==> config.mk <==
export PLATFORM = sky130hd
export DESIGN_NAME = srs_seq
export DESIGN_NICKNAME = d
export VERILOG_FILES = /design/src/verilog/srs_pkg.sv /design/src/verilog/srs_seq.sv /design/src/verilog/srs_timer.sv /design/src/verilog/srs_region.sv
export SDC_FILE = /design/constraint.sdc
export NUM_CORES = 1
export LEC_CHECK = 0
export BUFFER_PORTS_ARGS = -buffer_cell sky130_fd_sc_hd__buf_2
export CAP_MARGIN = 20
export CORE_MARGIN = 3
export CORE_UTILIZATION = 50
export CTS_BUF_LIST = sky130_fd_sc_hd__clkbuf_8 sky130_fd_sc_hd__clkbuf_16
export CTS_CLUSTER_DIAMETER = 120
export DETAILED_ROUTE_END_ITERATION = 12
export PLACE_DENSITY = 0.79
export SYNTH_ARGS = -nofsm -noshare
export SYNTH_HDL_FRONTEND = slang
export SYNTH_HIERARCHICAL = 1
export SYNTH_SLANG_ARGS = --single-unit
==> constraint.sdc <==
create_clock -name clk -period 1.8 [get_ports clk]
set_input_delay 0.09 -clock clk [delete_from_list [all_inputs] [get_ports clk]]
set_output_delay 0.09 -clock clk [all_outputs]
set_load 0.02 [all_outputs]
==> src/verilog/srs_pkg.sv <==
/*
 * Shared constants, register map and carrier structs for the start-up
 * sequencer and execution-violation reset block.
 * Assumes a single 10 MHz clock and an AXI4-Lite register master.
 */
package srs_pkg;

	// ----------------------------------------------------------------
	// Timing
	// ----------------------------------------------------------------
	localparam int unsigned CLK_HZ = 10_000_000;
	localparam int unsigned PWRT_US = 64;
	localparam int unsigned OST_CYCLES_OSC = 1024;
	localparam int unsigned PWRT_CYC = (PWRT_US * (CLK_HZ / 1_000_000));
	localparam int unsigned OST_CYC = OST_CYCLES_OSC;

	// ----------------------------------------------------------------
	// Register map (byte addresses)
	// ----------------------------------------------------------------
	localparam logic [7:0] OFS_POWER_CONTROL_REG_1 = 8'h00;
	localparam logic [7:0] OFS_CFG = 8'h04;
	localparam logic [7:0] OFS_STAT = 8'h08;
	localparam logic [7:0] OFS_LIMIT = 8'h0C;
	localparam logic [7:0] OFS_SAF_BASE = 8'h10;

	// Field positions
	localparam int unsigned POWER_CONTROL_REG_1_EXV_BIT = 1;
	localparam int unsigned CFG_PWRT_EN_BIT = 0;
	localparam int unsigned CFG_OST_REQ_BIT = 1;
	localparam int unsigned CFG_MASTER_CLEAR_PIN_EN_BIT = 2;
	localparam int unsigned CFG_SAF_EN_BIT = 3;
	localparam int unsigned STAT_PWRT_DONE_BIT = 0;
	localparam int unsigned STAT_OST_DONE_BIT = 1;
	localparam int unsigned STAT_RUN_BIT = 2;

	// Reset values
	localparam logic [3:0] CFG_RST = 4'h7;
	localparam logic [15:0] LIMIT_RST = 16'h8000;
	localparam logic [15:0] SAF_BASE_RST = 16'h7F80;

	// AXI responses
	localparam logic [1:0] RESP_OKAY = 2'b00;
	localparam logic [1:0] RESP_SLVERR = 2'b10;

	// ----------------------------------------------------------------
	// Carriers
	// ----------------------------------------------------------------
	typedef struct packed {
		logic [7:0] awaddr;
		logic awvalid;
		logic [31:0] wdata;
		logic [3:0] wstrb;
		logic wvalid;
		logic bready;
		logic [7:0] araddr;
		logic arvalid;
		logic rready;
	} srs_axi_req_s;

	typedef struct packed {
		logic awready;
		logic wready;
		logic [1:0] bresp;
		logic bvalid;
		logic arready;
		logic [31:0] rdata;
		logic [1:0] rresp;
		logic rvalid;
	} srs_axi_rsp_s;

	// Core fetch/execute view
	typedef struct packed {
		logic exec_valid;
		logic [15:0] exec_addr;
		logic irq_req;
	} srs_core_s;

endpackage

==> src/verilog/srs_seq.sv <==
/*
 * Start-up sequencer and memory execution violation reset.
 * Holds the core in reset after power-on or brown-out until the power-up
 * timer, oscillator start-up timer and master clear pin allow it, and
 * resets the core when it executes from outside the valid region.
 * Assumes synchronous inputs, one 10 MHz clock and an AXI4-Lite master.
 */
// Our own choices: the register offsets and the AXI4-Lite slave port.
`timescale 1ns/10ps
module srs_seq #(
	parameter int unsigned PWRT_COUNT = srs_pkg::PWRT_CYC,
	parameter int unsigned OST_COUNT = srs_pkg::OST_CYC,
	parameter int unsigned AW = 16
) (
	input wire logic clk,
	input wire logic nrst,
	input wire logic por_event,
	input wire logic brownout_reset,
	input wire logic master_clear_pin_n,
	input wire srs_pkg::srs_core_s core,
	output logic core_rst_n,
	output logic irq_take,
	output logic exec_violation_rst,
	input wire srs_pkg::srs_axi_req_s axi_req,
	output srs_pkg::srs_axi_rsp_s axi_rsp
);

	initial begin
		if (AW != 16) begin
			$error("srs_seq supports AW of 16 only");
		end
		if (PWRT_COUNT < 1 || OST_COUNT < 1) begin
			$error("srs_seq timer counts must be at least 1");
		end
	end

	// ----------------------------------------------------------------
	// State
	// ----------------------------------------------------------------
	typedef enum logic [1:0] {
		ST_POWERUP,
		ST_HOLD,
		ST_RUN
	} srs_state_e;

	typedef struct packed {
		srs_state_e st;
		logic exv_flag;
		logic [3:0] cfg;
		logic [15:0] limit;
		logic [15:0] saf_base;
		logic viol;
		logic aw_got;
		logic [7:0] aw_addr;
		logic w_got;
		logic [31:0] w_data;
		logic [3:0] w_strb;
		logic bvalid;
		logic [1:0] bresp;
		logic rvalid;
		logic [31:0] rdata;
		logic [1:0] rresp;
	} srs_seq_s;

	srs_seq_s s_q;
	srs_seq_s s_d;

	logic pwrt_done;
	logic ost_done;
	logic addr_bad;
	logic restart;
	logic viol_now;
	logic master_clear_pin_ok;
	logic wr_fire;
	logic rd_fire;

	// ----------------------------------------------------------------
	// Start-up timers
	// ----------------------------------------------------------------
	// Only power events restart the timers; the pin does not
	assign restart = por_event || brownout_reset;

	srs_timer #(
		.COUNT(PWRT_COUNT)
	) u_pwrt (
		.clk(clk),
		.nrst(nrst),
		.restart(restart),
		.enable(s_q.cfg[srs_pkg::CFG_PWRT_EN_BIT]),
		.done(pwrt_done)
	);

	srs_timer #(
		.COUNT(OST_COUNT)
	) u_ost (
		.clk(clk),
		.nrst(nrst),
		.restart(restart),
		.enable(s_q.cfg[srs_pkg::CFG_OST_REQ_BIT]),
		.done(ost_done)
	);

	// ----------------------------------------------------------------
	// Region check
	// ----------------------------------------------------------------
	srs_region #(
		.AW(AW)
	) u_region (
		.addr(core.exec_addr),
		.limit(s_q.limit),
		.saf_base(s_q.saf_base),
		.saf_en(s_q.cfg[srs_pkg::CFG_SAF_EN_BIT]),
		.invalid(addr_bad)
	);

	// Only an executed instruction counts, never a bare prefetch
	assign viol_now = (s_q.st == ST_RUN) && core.exec_valid &&
		addr_bad;

	// Pin low means asserted; a disabled pin never holds the core
	assign master_clear_pin_ok = !s_q.cfg[srs_pkg::CFG_MASTER_CLEAR_PIN_EN_BIT] ||
		master_clear_pin_n;

	// ----------------------------------------------------------------
	// Outputs
	// ----------------------------------------------------------------
	// Violation pulls core reset in the same cycle, no interrupt passes
	assign core_rst_n = (s_q.st == ST_RUN) && !viol_now;
	assign irq_take = core.irq_req && core_rst_n;
	assign exec_violation_rst = s_q.viol;

	assign wr_fire = s_q.aw_got && s_q.w_got && !s_q.bvalid;
	assign rd_fire = axi_req.arvalid && !s_q.rvalid;

	assign axi_rsp.awready = !s_q.aw_got && !s_q.bvalid;
	assign axi_rsp.wready = !s_q.w_got && !s_q.bvalid;
	assign axi_rsp.bvalid = s_q.bvalid;
	assign axi_rsp.bresp = s_q.bresp;
	assign axi_rsp.arready = !s_q.rvalid;
	assign axi_rsp.rvalid = s_q.rvalid;
	assign axi_rsp.rdata = s_q.rdata;
	assign axi_rsp.rresp = s_q.rresp;

	// ----------------------------------------------------------------
	// Next state
	// ----------------------------------------------------------------
	// Hardware clear of the flag wins over a software write-one
	always_comb begin
		s_d = s_q;
		s_d.viol = viol_now;

		// Sequencer
		unique case (s_q.st)
			ST_POWERUP: begin
				if (pwrt_done && ost_done) begin
					s_d.st = ST_HOLD;
				end
			end
			ST_HOLD: begin
				if (master_clear_pin_ok) begin
					s_d.st = ST_RUN;
				end
			end
			ST_RUN: begin
				if (!master_clear_pin_ok) begin
					s_d.st = ST_HOLD;
				end
			end
		endcase
		if (restart) begin
			s_d.st = ST_POWERUP;
		end

		// Write channel capture
		if (axi_req.awvalid && axi_rsp.awready) begin
			s_d.aw_got = 1'b1;
			s_d.aw_addr = axi_req.awaddr;
		end
		if (axi_req.wvalid && axi_rsp.wready) begin
			s_d.w_got = 1'b1;
			s_d.w_data = axi_req.wdata;
			s_d.w_strb = axi_req.wstrb;
		end
		if (wr_fire) begin
			s_d.aw_got = 1'b0;
			s_d.w_got = 1'b0;
			s_d.bvalid = 1'b1;
			s_d.bresp = srs_pkg::RESP_OKAY;
			unique case (s_q.aw_addr)
				srs_pkg::OFS_POWER_CONTROL_REG_1: begin
					if (s_q.w_strb[0] &&
						s_q.w_data[srs_pkg::POWER_CONTROL_REG_1_EXV_BIT]) begin
						s_d.exv_flag = 1'b1;
					end
				end
				srs_pkg::OFS_CFG: begin
					if (s_q.w_strb[0]) begin
						s_d.cfg = s_q.w_data[3:0];
					end
				end
				srs_pkg::OFS_STAT: begin
				end
				srs_pkg::OFS_LIMIT: begin
					if (s_q.w_strb[0]) begin
						s_d.limit[7:0] = s_q.w_data[7:0];
					end
					if (s_q.w_strb[1]) begin
						s_d.limit[15:8] = s_q.w_data[15:8];
					end
				end
				srs_pkg::OFS_SAF_BASE: begin
					if (s_q.w_strb[0]) begin
						s_d.saf_base[7:0] = s_q.w_data[7:0];
					end
					if (s_q.w_strb[1]) begin
						s_d.saf_base[15:8] = s_q.w_data[15:8];
					end
				end
				default: begin
					s_d.bresp = srs_pkg::RESP_SLVERR;
				end
			endcase
		end
		if (s_q.bvalid && axi_req.bready) begin
			s_d.bvalid = 1'b0;
		end

		// Read channel
		if (rd_fire) begin
			s_d.rvalid = 1'b1;
			s_d.rresp = srs_pkg::RESP_OKAY;
			s_d.rdata = '0;
			unique case (axi_req.araddr)
				srs_pkg::OFS_POWER_CONTROL_REG_1: begin
					s_d.rdata[srs_pkg::POWER_CONTROL_REG_1_EXV_BIT] = s_q.exv_flag;
				end
				srs_pkg::OFS_CFG: begin
					s_d.rdata[3:0] = s_q.cfg;
				end
				srs_pkg::OFS_STAT: begin
					s_d.rdata[srs_pkg::STAT_PWRT_DONE_BIT] = pwrt_done;
					s_d.rdata[srs_pkg::STAT_OST_DONE_BIT] = ost_done;
					s_d.rdata[srs_pkg::STAT_RUN_BIT] = (s_q.st == ST_RUN);
				end
				srs_pkg::OFS_LIMIT: begin
					s_d.rdata[15:0] = s_q.limit;
				end
				srs_pkg::OFS_SAF_BASE: begin
					s_d.rdata[15:0] = s_q.saf_base;
				end
				default: begin
					s_d.rresp = srs_pkg::RESP_SLVERR;
				end
			endcase
		end else if (s_q.rvalid && axi_req.rready) begin
			s_d.rvalid = 1'b0;
		end

		// Violation clears the cause flag, overriding any write
		if (viol_now) begin
			s_d.exv_flag = 1'b0;
		end
	end

	// ----------------------------------------------------------------
	// State register
	// ----------------------------------------------------------------
	// Flag resets to one: no violation seen since power-up
	always_ff @(posedge clk or negedge nrst) begin
		if (!nrst) begin
			s_q <= '0;
			s_q.st <= ST_POWERUP;
			s_q.exv_flag <= 1'b1;
			s_q.cfg <= srs_pkg::CFG_RST;
			s_q.limit <= srs_pkg::LIMIT_RST;
			s_q.saf_base <= srs_pkg::SAF_BASE_RST;
		end else begin
			s_q <= s_d;
		end
	end

endmodule // srs_seq

==> src/verilog/srs_timer.sv <==
/*
 * One-shot start-up timer: counts from a start pulse to a done level.
 * Assumes start is held or pulsed while the sequencer is in power-up.
 */
`timescale 1ns/10ps
module srs_timer #(
	parameter int unsigned COUNT = 16
) (
	input wire logic clk,
	input wire logic nrst,
	input wire logic restart,
	input wire logic enable,
	output logic done
);

	localparam int unsigned W = $clog2(COUNT + 1);

	initial begin
		if (COUNT < 1) begin
			$error("srs_timer COUNT must be at least 1");
		end
	end

	typedef struct packed {
		logic [W-1:0] cnt;
		logic done;
	} srs_tmr_s;

	srs_tmr_s s_q;
	srs_tmr_s s_d;

	// ----------------------------------------------------------------
	// Counter
	// ----------------------------------------------------------------
	// Disabled timer reports done at once so it never blocks start-up
	always_comb begin
		s_d = s_q;
		if (restart) begin
			s_d.cnt = '0;
			s_d.done = 1'b0;
		end else if (!enable) begin
			s_d.done = 1'b1;
		end else if (!s_q.done) begin
			if (s_q.cnt == W'(COUNT - 1)) begin
				s_d.done = 1'b1;
			end else begin
				s_d.cnt = s_q.cnt + W'(1);
			end
		end
	end

	// State register
	always_ff @(posedge clk or negedge nrst) begin
		if (!nrst) begin
			s_q <= '0;
		end else begin
			s_q <= s_d;
		end
	end

	assign done = s_q.done;

endmodule // srs_timer

==> src/verilog/srs_region.sv <==
/*
 * Valid execution region check for one fetch address.
 * Assumes limit and storage-area base are stable software settings.
 */
`timescale 1ns/10ps
module srs_region #(
	parameter int unsigned AW = 16
) (
	input wire logic [AW-1:0] addr,
	input wire logic [AW-1:0] limit,
	input wire logic [AW-1:0] saf_base,
	input wire logic saf_en,
	output logic invalid
);

	// Beyond implemented flash, or inside enabled storage area
	always_comb begin
		invalid = (addr >= limit) ||
			(saf_en && (addr >= saf_base) && (addr < limit));
	end

endmodule // srs_region

# Yosys cells after proc, flatten, opt, wreduce, memory -nomap -nowiden
# Cells that the tools add are included.
# totals
ff_bits,131
latchBits,0
ram_bits,0
romBits,0
inputBits,80
out_inout_bits,44
word_cells,139
n_memories,0
# classes
add_sub_neg,2
multipliers,0
div_mod_pow,0
magnitude_cmp,3
n_eq_ne,19
shifts,0
mux,44
bitwise,0
reduce_logical,49
# op_table
op,count
37-bit two-way mux,2
11-bit two-way mux,4
"8-bit by 4-bit == test with 1-bit output, second input constant",4
16-bit greater-or-equal comparator,2
16-bit two-way mux,2
8-bit two-way mux,4
3-bit AND reduction,9
12-bit two-way mux,2
12-bit case mux with 2 select lines,1
10-bit two-way mux,2
2-bit nonzero test,9
1-bit logical AND,17
"8-bit by 3-bit == test with 1-bit output, second input constant",2
"8-bit by 5-bit == test with 1-bit output, second input constant",2
8-bit zero test,2
16-bit less-than comparator,1
1-bit two-way mux,12
2-bit two-way mux,6
"11-bit by 1-bit adder with 11-bit output, second input constant",1
"11-bit by 10-bit == test with 1-bit output, second input constant",1
"10-bit by 1-bit adder with 10-bit output, second input constant",1
"10-bit == test, second input constant",1
5-bit OR reduction,2
9-bit two-way mux,1
13 further kinds,27

# Depth between registers and ports, before layout
# Gate-level depths: netlist of the first run.
# depth
ltp_word,8
mapped_depth,10
depth_no_buf,10

# Hierarchy
# Netlist of the first run, hierarchy kept.
# modules_own_cells
module,instances,cells_each,area_each_um2
srs_seq,1,314,3981.3
srs_region,1,107,770.7
srs_timer at u_ost,1,64,681.9
srs_timer at u_pwrt,1,62,599.3

# Least setup slack after synthesis of the first run
# No wires, ideal clock.
# synth_path
kind,register to output
from,register s_q[114] (netlist name)
to,output irq_take
arrival_time_ns,2.194
path_slack_ns,-0.484
path_stages_with_launch,10
n_path_buf,0
path_cell_list,dfrtp_1 > inv_1 > ha_1 > a21o_1 > a21o_1 > a221o_1 > a21oi_1 > nand4_1 > a21oi_1 > and2_1
# synth_between
elab_chain_len,7
elab_cells_between_ends,8
# synth_rtl
item,line_no,rtl
16-bit less-than comparator,srs_region.sv:19,(saf_en && (addr >= saf_base) && (addr < limit));
1-bit logical AND,srs_region.sv:19,
1-bit logical OR *,srs_region.sv:18,invalid = (addr >= limit) ||
named net addr_bad,srs_seq.sv:70,logic addr_bad;
1-bit logical AND *,srs_seq.sv:117,assign viol_now = (s_q.st == ST_RUN) && core.exec_valid &&
1-bit zero test *,srs_seq.sv:128,assign core_rst_n = (s_q.st == ST_RUN) && !viol_now;
1-bit logical AND *,srs_seq.sv:128,
named net core_rst_n,srs_seq.sv:21,"output logic core_rst_n,"
1-bit logical AND *,srs_seq.sv:129,assign irq_take = core.irq_req && core_rst_n;
"end, declared",srs_seq.sv:22,"output logic irq_take,"
# The timed path passes the listed nets; every way through them passes the cells marked *.

# Worst setup path in the final report of the first run
# layout_path
from,register s_q[114] (netlist name)
to,output irq_take
# layout_between
elab_chain_len,7
elab_cells_between_ends,8
# layout_rtl
item,line_no
16-bit less-than comparator,srs_region.sv:19
1-bit logical AND,srs_region.sv:19
1-bit logical OR *,srs_region.sv:18
named net addr_bad,srs_seq.sv:70
1-bit logical AND *,srs_seq.sv:117
1-bit zero test *,srs_seq.sv:128
1-bit logical AND *,srs_seq.sv:128
1-bit logical AND *,srs_seq.sv:129
# Marks and branches as above.

==> results by group, run 1 <==
Global route
  – Largest net degree at the start of global routing: 59
  – Met3 Use GR: 0.0418
  – Vias in the first global route: between 4000 and 5000
  – Gr ovfl total: 0
  – All-Layer GR Usage: 0.230
  – M2 GR Usage: 0.387
  – Initial antenna violation count: 2
  – Grt peak-use layer: met2
  – Global-route wire length before repair: about 24000 um
  – M1 GR Usage: 0.301

Synth
  – Synth top area cells: dfrtp_1, mux2_2, ha_1
  – Cell taking the most area after synthesis: dfrtp_1
  – Post-Synthesis Cells: between 500 and 600
  – Syn Std Cell Area: roughly 6000 um^2
  – FF+latch count, synth: between 100 and 150
  – Synth top area share: 0.406
  – Ys async rst share: 1.00
  – Post-synthesis cell type count: 66
  – Avg Cell Area, Syn: around 11 um^2
  – Yosys warnings: 6
  – Post-synth EDFFs: 0
  – Seq/Total Area, Yosys: 0.463
  – Synth Flop Type: dfrtp_1

Setup path
  – Worst R2R Start: s_q[114]
  – R2R cell count: 10
  – Setup Crit Path Kind: flop to output port
  – Worst path slowest cell: dfrtp_1
  – Crit path launch type: flop
  – Worst-path fanout max: 2
  – CP most frequent cell: a21o_1
  – Critical path endpoint category: output port
  – Data required, critical path: roughly 1700 ps
  – Critical path data arrival time: between 2000 and 2500 ps
  – Reg2reg end: s_q[121]
  – CP Cell Sequence: inv_2 > ha_4 > a21o_1 > a21o_1 > a221o_1 > a21oi_2 > nand4_1 > a21oi_4 > and2_4 > buf_6
  – CP bufs+invs: 2
  – Crit path max-delay family: compound AO/OA/AOI/OAI gates
  – Crit path largest cell delay: about 400 ps
  – R2R Setup Slk: -290 ps

Clock network
  – Root Driver: clkbuf_16
  – Clock Latency Late Sink: roughly 350 ps
  – Clk sink count: ~110
  – CTS Buf Count: 9
  – Reg clk slew, reported paths: around 70 ps
  – Clock tree from TritonCTS: yes
  – Max Root-Sink Buffers: 2
  – H-tree levels: 3

STA
  – Setup repair after global routing missed its margin: yes
  – Number of slew-limit violations in the final report: 0
  – F_max: slightly below 400 MHz
  – Part of the cycle the worst path needs: 1.43
  – Minimum clock period: around 2600 ps
  – Slew headroom: 0.634
  – Final hold viol count: 0
  – Skew final: roughly 7.9 ps
  – TNS Setup: -4910 ps
  – Worst setup margin: -771 ps
  – Final setup fails: 33
  – Worst-Margin Slew: about 550 ps

Final layout
  – Commonest non-fill, non-tap cells in the layout: dfrtp_1, buf_2, mux2_2
  – Filler Cell Count: between 800 and 900
  – Nets@finish: 816
  – Share of cells above drive strength 1: 0.397
  – Area of the multi-input gates: ~3000 um^2
  – Reg area: roughly 2800 um^2
  – P&R area growth vs syn: 27.5%
  – Commonest non-fill, non-tap cell in the layout: dfrtp_1

Floorplan
  – Row count: 39
  – Die area: about 13000 um^2
  – CORE AREA: 11600 um^2
  – Ports: ~120
  – Chip Height: between 100 and 150 um
  – Die X: 116 um
  – Starting Density: 0.520

Detailed routing
  – Routed vias: about 4800
  – Final WL: approximately 15000 um
  – Initial drt markers: around 250
  – Post-route DRC: 0
  – Drt pass-1 iters: 5
  – Vias per inst: approximately 5.6
  – Routed WL per cell: 17.7 um
  – Routed Antenna Nets: 0

Outcome
  – Violated checks: negative setup slack
  – Outcome: complete, but fails checks

Placed design
  – RePlAce Congestion: around 0.90
  – Pre-CTS WS: -502 ps
  – HPWL Detailed: between 10000 and 15000 um
  – Port Buffers: a little under 90

Min path
  – Worst hold path type: primary input to flop
  – Hold_sp: axi_req[8]
  – Hold path cells: 2
  – Hold EP: axi_rsp[4]

Power
  – Max IR drop VDD: roughly 0.00088 V
  – Power Total: around 7.7 mW
  – Leakage Power: between 3 and 4 nW
  – Power Density: approximately 1000 nW/um^2

Flow run
  – Max-Cap Viols: 0
cell type report:
cell class,instances,area share
timing repair buffer,177,0.165
tap,143,0.0233
clock inverter,4,0.00667
inverter,38,0.0185
antenna,2,0.000651
multi-input combinational,365,0.388
sequential,111,0.363
clock buffer,12,0.0346
report_power, final:
group,switching (mW),internal [mW]
clock network,0.895,1.20
logic,1.06,1.06
registers,0.460,3.03
through the flow:
| step | std cells | hold WS [ps] | instance area, um^2 | utilization |
|---|---|---|---|---|
| floorplan | 564 | -206 | 6130 | - |
| global placement | 798 | 28.5 | 6880 | 0.592 |
| detailed placement | 798 | 32.1 | 6880 | 0.592 |
| CTS | 847 | 3.31 | 7620 | 0.656 |
| global route | 852 | 31.3 | 7690 | 0.662 |
| finish | 852 | 28.8 | 7690 | 0.662 |
worst max path at each step:
stage,slack [ps],depth (start not counted),from,to
global placement,-390,9,s_q[85],irq_take
detailed placement,-500,9,s_q[85],irq_take
global route,-850,10,s_q[114],irq_take
floorplan,-250,9,s_q[114],irq_take
finish,-770,10,s_q[114],irq_take
CTS,-740,10,s_q[114],irq_take
synth_stat cells, types with 4 or more instances:
master,n
nor4_1,7
dfstp_2,13
mux2i_1,9
xor2_1,4
nor3_1,12
mux2_2,63
a21oi_1,19
nand4_1,6
ha_1,34
nand2_1,25
inv_1,37
nor2b_1,7
buf_4,38
o21ai_0,9
a21o_1,6
dfrtp_1,98
nor2_1,55
nand3_1,7
clkbuf_1,10
and2_1,4
o2111ai_1,5
nand2b_1,4
a221oi_1,14
logic make-up (layout without fill, tap and decap cells):
group                      after synthesis  after routing  share of synthesized area
muxes                                   75             75                      0.138
and+or+nand+nor                        158            158                      0.149
xor gates and xnor gates                 6              6                    0.00871
DFF                                    111            111                      0.463
adders and majority gates               34             34                     0.0705
other                                    1             20                   0.000622
AOI/OAI and AO/OA                       74             74                     0.0908
buffers and inverters                   88            231                     0.0788
layer usage:
| metal | up-vias | routed length, um |
|---|---|---|
| li1 | 2211 | - |
| met1 | 2380 | 6350 |
| met2 | 171 | 7570 |
| met3 | 31 | 792 |
| met4 | 0 | 328 |
| met5 | - | 0 |
flip-flops by register name, summed over array words and instances, names as in the netlist:
name,count
axi_rsp,20
exec_violation_rst,1
s_q,67
u_ost/done,1
u_ost/s_q,11
u_pwrt/done,1
u_pwrt/s_q,10
worst reg2reg max path, stage by stage (launching register included):
cell and delay (ps):
dfrtp_1 400, inv_2 80, ha_4 190, a21o_1 170
a21o_1 170, a221o_1 310, a21oi_2 130, nand4_1 220
nand2_1 170, nor2_2 50, nor2_1 140
timing repair:
| action | in CTS | in global routing |
|---|---|---|
| hold buffers | 29 | 0 |
| endpoints found under the setup margin | 39 | 40 |
| gates cloned | 0 | 0 |
| setup buffers | 4 | 3 |
| gates resized for setup | 22 | 8 |
| pin swaps | 17 | 10 |
| hold endpoints to repair | 54 | 0 |
No activity file was read; power rests on OpenSTA's default activity.
==> inputs of run 2 (changes only) <==
Settings changed: ABC_AREA set to 1, CORE_UTILIZATION 50 to 51, REMOVE_ABC_BUFFERS set to 1.
==> run 2 against run 1 <==
  * The flow still finishes with violations (negative setup slack)
  * Clock power decreased by 5%
  * Core utilization decreased by 3.2 points
  * First-iteration DRC count increased by 59%
  * Cell count increased by 31%
  * Critical path depth increased by 1
  * Flip-flop and latch count unchanged
  * Largest cell class unchanged
  * Highest routed layer unchanged
==> results by group, run 2 <==
Synth
  – Post-synthesis adder-cell area fraction: 0.0642 (-0.00630)
  – Post-synth EDFFs: 0 (unchanged)
  – Post-synthesis compound-gate area fraction: 0.0861 (-0.00471)
  – Most common cell in the netlist: nand2_1
  – Synth top area cells: dfrtp_1, nand2_1, ha_1
  – Synth top cells by count: nand2_1, dfrtp_1, nor2_1
  – Avg Cell Area, Syn: 8.25 um^2 (-25%)
  – Post-Synthesis Cells: 803 (+47%)
  – Post-Synth XOR/XNOR Area: 0 (-0.00871)
  – Synth top area share: 0.370 (-0.0363)
  – Cell taking the most area after synthesis: dfrtp_1
  – Yosys warnings: 6 (unchanged)
  – Ys async rst share: 1.00 (unchanged)
  – Largest family of logic cells by synthesized area: simple AND/OR/NAND/NOR gates
  – Synth Flop Type: dfrtp_1
  – Post-synthesis cell type count: 44 (-33%)
  – Mux cell area share after synthesis: 0.0238 (-0.114)
  – Syn Std Cell Area: 6630 um^2 (+9.8%)
  – Seq/Total Area, Yosys: 0.422 (-0.0414)
  – FF+latch count, synth: 111 (unchanged)
  – Simple-Gate Fraction of Synth Area: 0.291 (+0.142)

Setup path
  – R2R Setup Slk: -50 ps (+240 ps)
  – R2R cell count: 12 (+2)
  – Crit path largest cell delay: 540 ps (+140 ps)
  – Crit path launch type: flop
  – Worst-path fanout max: 2 (unchanged)
  – Setup Crit Path Kind: flop to output port
  – Worst R2R Start: s_q[94]
  – Reg2reg end: s_q[121]
  – CP most frequent cell: nand2_1
  – Worst path slowest cell: dfstp_2
  – Data required, critical path: 1710 ps (about the same)
  – Critical path endpoint category: output port
  – Critical path data arrival time: 2190 ps (-290 ps)
  – CP Cell Sequence: inv_2 > ha_4 > a21oi_2 > o21ai_1 > a21oi_1 > nand2_1 > nand2_1 > nand3_1 > nand2_2 > and3_4 > buf_6

Global route
  – Largest net degree at the start of global routing: 42 (-29%)
  – Vias in the first global route: 5190 (+5.2%)
  – Initial antenna violation count: 0 (-2)
  – All-Layer GR Usage: 0.222 (-0.00822)
  – Gr ovfl total: 0 (unchanged)
  – Global-route wire length before repair: 25600 um (+5.6%)

STA
  – Setup repair after global routing missed its margin: yes
  – Final hold viol count: 0 (unchanged)
  – Slew headroom: 0.624 (-0.00995)
  – F_max: 438 MHz (+13%)
  – Minimum clock period: 2280 ps (-288 ps)
  – Final setup fails: 4 (-88%)
  – Number of slew-limit violations in the final report: 0 (unchanged)
  – Part of the cycle the worst path needs: 1.27 (-0.160)
  – Worst setup margin: -483 ps (+288 ps)
  – Skew final: 6.11 ps (-1.75 ps)
  – Worst-Margin Slew: 564 ps (+14.9 ps)

Floorplan
  – Chip Height: 120 um (+3.6%)
  – Row count: 41 (+5.1%)
  – CORE AREA: 12700 um^2 (+9.1%)
  – Ports: 124 (unchanged)
  – Die area: 14400 um^2 (+7.3%)
  – Starting Density: 0.523 (+0.00336)
  – Die X: 120 um (+3.6%)

Outcome
  – Outcome: complete, but fails checks
  – Violated checks: negative setup slack

Power
  – Net switching fraction of the power: 0.350 (+0.0357)
  – P_int: 5.16 mW (-2.3%)
  – P_sw: 2.78 mW (+15%)
  – Leakage Power: 3.93 nW (+9.1%)
  – Clock share of power: 0.250 (-0.021)
  – Reg power frac: 0.430 (-0.022)
  – Power Density: 994 nW/um^2 (-0.78%)
  – Logic pwr share: 0.319 (+0.043)
  – Max IR drop VDD: 0.00101 V (+15%)

Detailed routing
  – Top sig layer: met4
  – Routed WL per cell: 14.1 um (-20%)
  – Routed vias: 5587 (+17%)
  – DR WL met3: 756 um (-4.5%)
  – Met2 wire len: 7450 um (-1.7%)
  – Routed Antenna Nets: 0 (unchanged)
  – Post-route DRC: 0 (unchanged)
  – Drt pass-1 iters: 5 (unchanged)
  – Initial drt markers: 390 (+59%)
  – Vias per inst: 5.02 (-11%)
  – M1 WL: 7100 um (+12%)
  – Final WL: 15600 um (+4.0%)

Placed design
  – RePlAce Congestion: 0.854 (-4.7%)
  – Post-Place Cells: 1066 (+34%)
  – HPWL Detailed: 11000 um (+6.0%)
  – Port Buffers: 87 (unchanged)
  – Pre-CTS WS: -182 ps (+320 ps)

Final layout
  – Nets@finish: 1049 (+29%)
  – Max reg flops: 67 (unchanged)
  – Util after Layout: 0.631 (-0.0318)
  – Share of cells above drive strength 1: 0.276 (-0.122)
  – P&R area growth vs syn: 20.6%
  – Top reg by flops: s_q
  – Ant diodes: 0 (-2)
  – Post-Layout Cell Count: 1112 (+31%)
  – Commonest non-fill, non-tap cell in the layout: nand2_1
  – Filler Cell Count: 1068 (+33%)
  – Commonest non-fill, non-tap cells in the layout: nand2_1, dfrtp_1, nor2_1

Clock network
  – Clock tree from TritonCTS: yes
  – H-tree levels: 3 (unchanged)
  – Clock Latency Late Sink: 350 ps (about the same)
  – Clk sink count: 111 (unchanged)
  – Max Root-Sink Buffers: 2 (unchanged)
  – Reg clk slew, reported paths: 70 ps (about the same)
  – Root Driver: clkbuf_16
  – CTS Buf Count: 9 (unchanged)

Min path
  – Hold_sp: axi_req[19]
  – Hold path cells: 3 (+1)
  – Worst hold path type: primary input to flop
  – Hold EP: s_q[45]

Flow run
  – Max-Cap Viols: 0 (unchanged)
## run 2: cell types whose count changed in the layout (fill, tap and decap cells not counted), sizes merged, moves of 13 or more
cell and delta:
nor3 -13, a221oi -13, nand2 +190, inv +49, a21oi +17, mux2 -53
nor2 +49, buf -16, nand3 +72, o21ai +29
## run 2: routing by layer
metal,vias up,GRT usage
met4,0,0.0816
met1,2625,0.304
li1,2786,-
met5,-,0
met3,21,0.0339
met2,155,0.359
## run 2: repair_timing
item / in CTS / in global routing
setup buffers: 1 / 2
hold endpoints to repair: 59 / 0
pin swaps: 11 / 5
endpoints found under the setup margin: 4 / 4
hold buffers: 27 / 0
gates resized for setup: 19 / 10
## run 2: final cells by class
| cell class | instances | area (um^2) | share of cell area |
|---|---|---|---|
| multi-input cells | 566 | 3280 | 0.411 |
| flip-flops and latches | 111 | 2790 | 0.350 |
| repair buffers | 159 | 1080 | 0.135 |
| inverters | 88 | 330 | 0.0413 |
| clock buffers | 10 | 239 | 0.0299 |
| well taps | 172 | 215 | 0.0269 |
| clock inverters | 6 | 52.6 | 0.00658 |
## run 2: kinds of logic (layout without fill, tap and decap cells)
family / Yosys count / in the layout
other: 1 / 18
AOI/OAI and AO/OA: 93 / 93
adders and majority gates: 34 / 34
and+or+nand+nor: 408 / 408
DFF: 111 / 111
buffers and inverters: 143 / 263
muxes: 13 / 13
## run 2: metrics by stage
stage	TNS, ps	area (um^2)	hold WS (ps)	power (mW)
finish	-1010	7990	39.8	7.94
global route	-1270	7990	32.0	8.42
CTS	-823	7930	19.2	7.93
detailed placement	-586	7270	114	5.85
global placement	-343	7270	114	5.76
floorplan	-32.4	6270	-206	5.01
## run 2: worst max path at each step
stage / from / end / slack (ps) / depth (start not counted)
after global routing: s_q[88] / irq_take / -550 / 15
after global placement: s_q[116] / core_rst_n / -120 / 10
after floorplan: s_q[116] / core_rst_n / -30 / 12
after CTS: s_q[88] / irq_take / -420 / 15
final: s_q[94] / irq_take / -480 / 11
after detailed placement: s_q[116] / core_rst_n / -180 / 10
## run 2: critical path: cells and delay by family, from the launching register on
family          cells  cell delay [ps]
compound gates      3              410
fa+ha+maj           1              210
buf+inv             2              160
flops               1              540
simple gates        5              520
## run 2: power by group through the flow
stage	Combinational, mW	Sequential [mW]	Clock (mW)
after detailed placement	2.40	3.45	0
after global routing	2.81	3.48	2.14
after global placement	2.33	3.43	0
after CTS	2.50	3.41	2.02
after floorplan	1.51	3.50	0
final	2.53	3.42	1.99
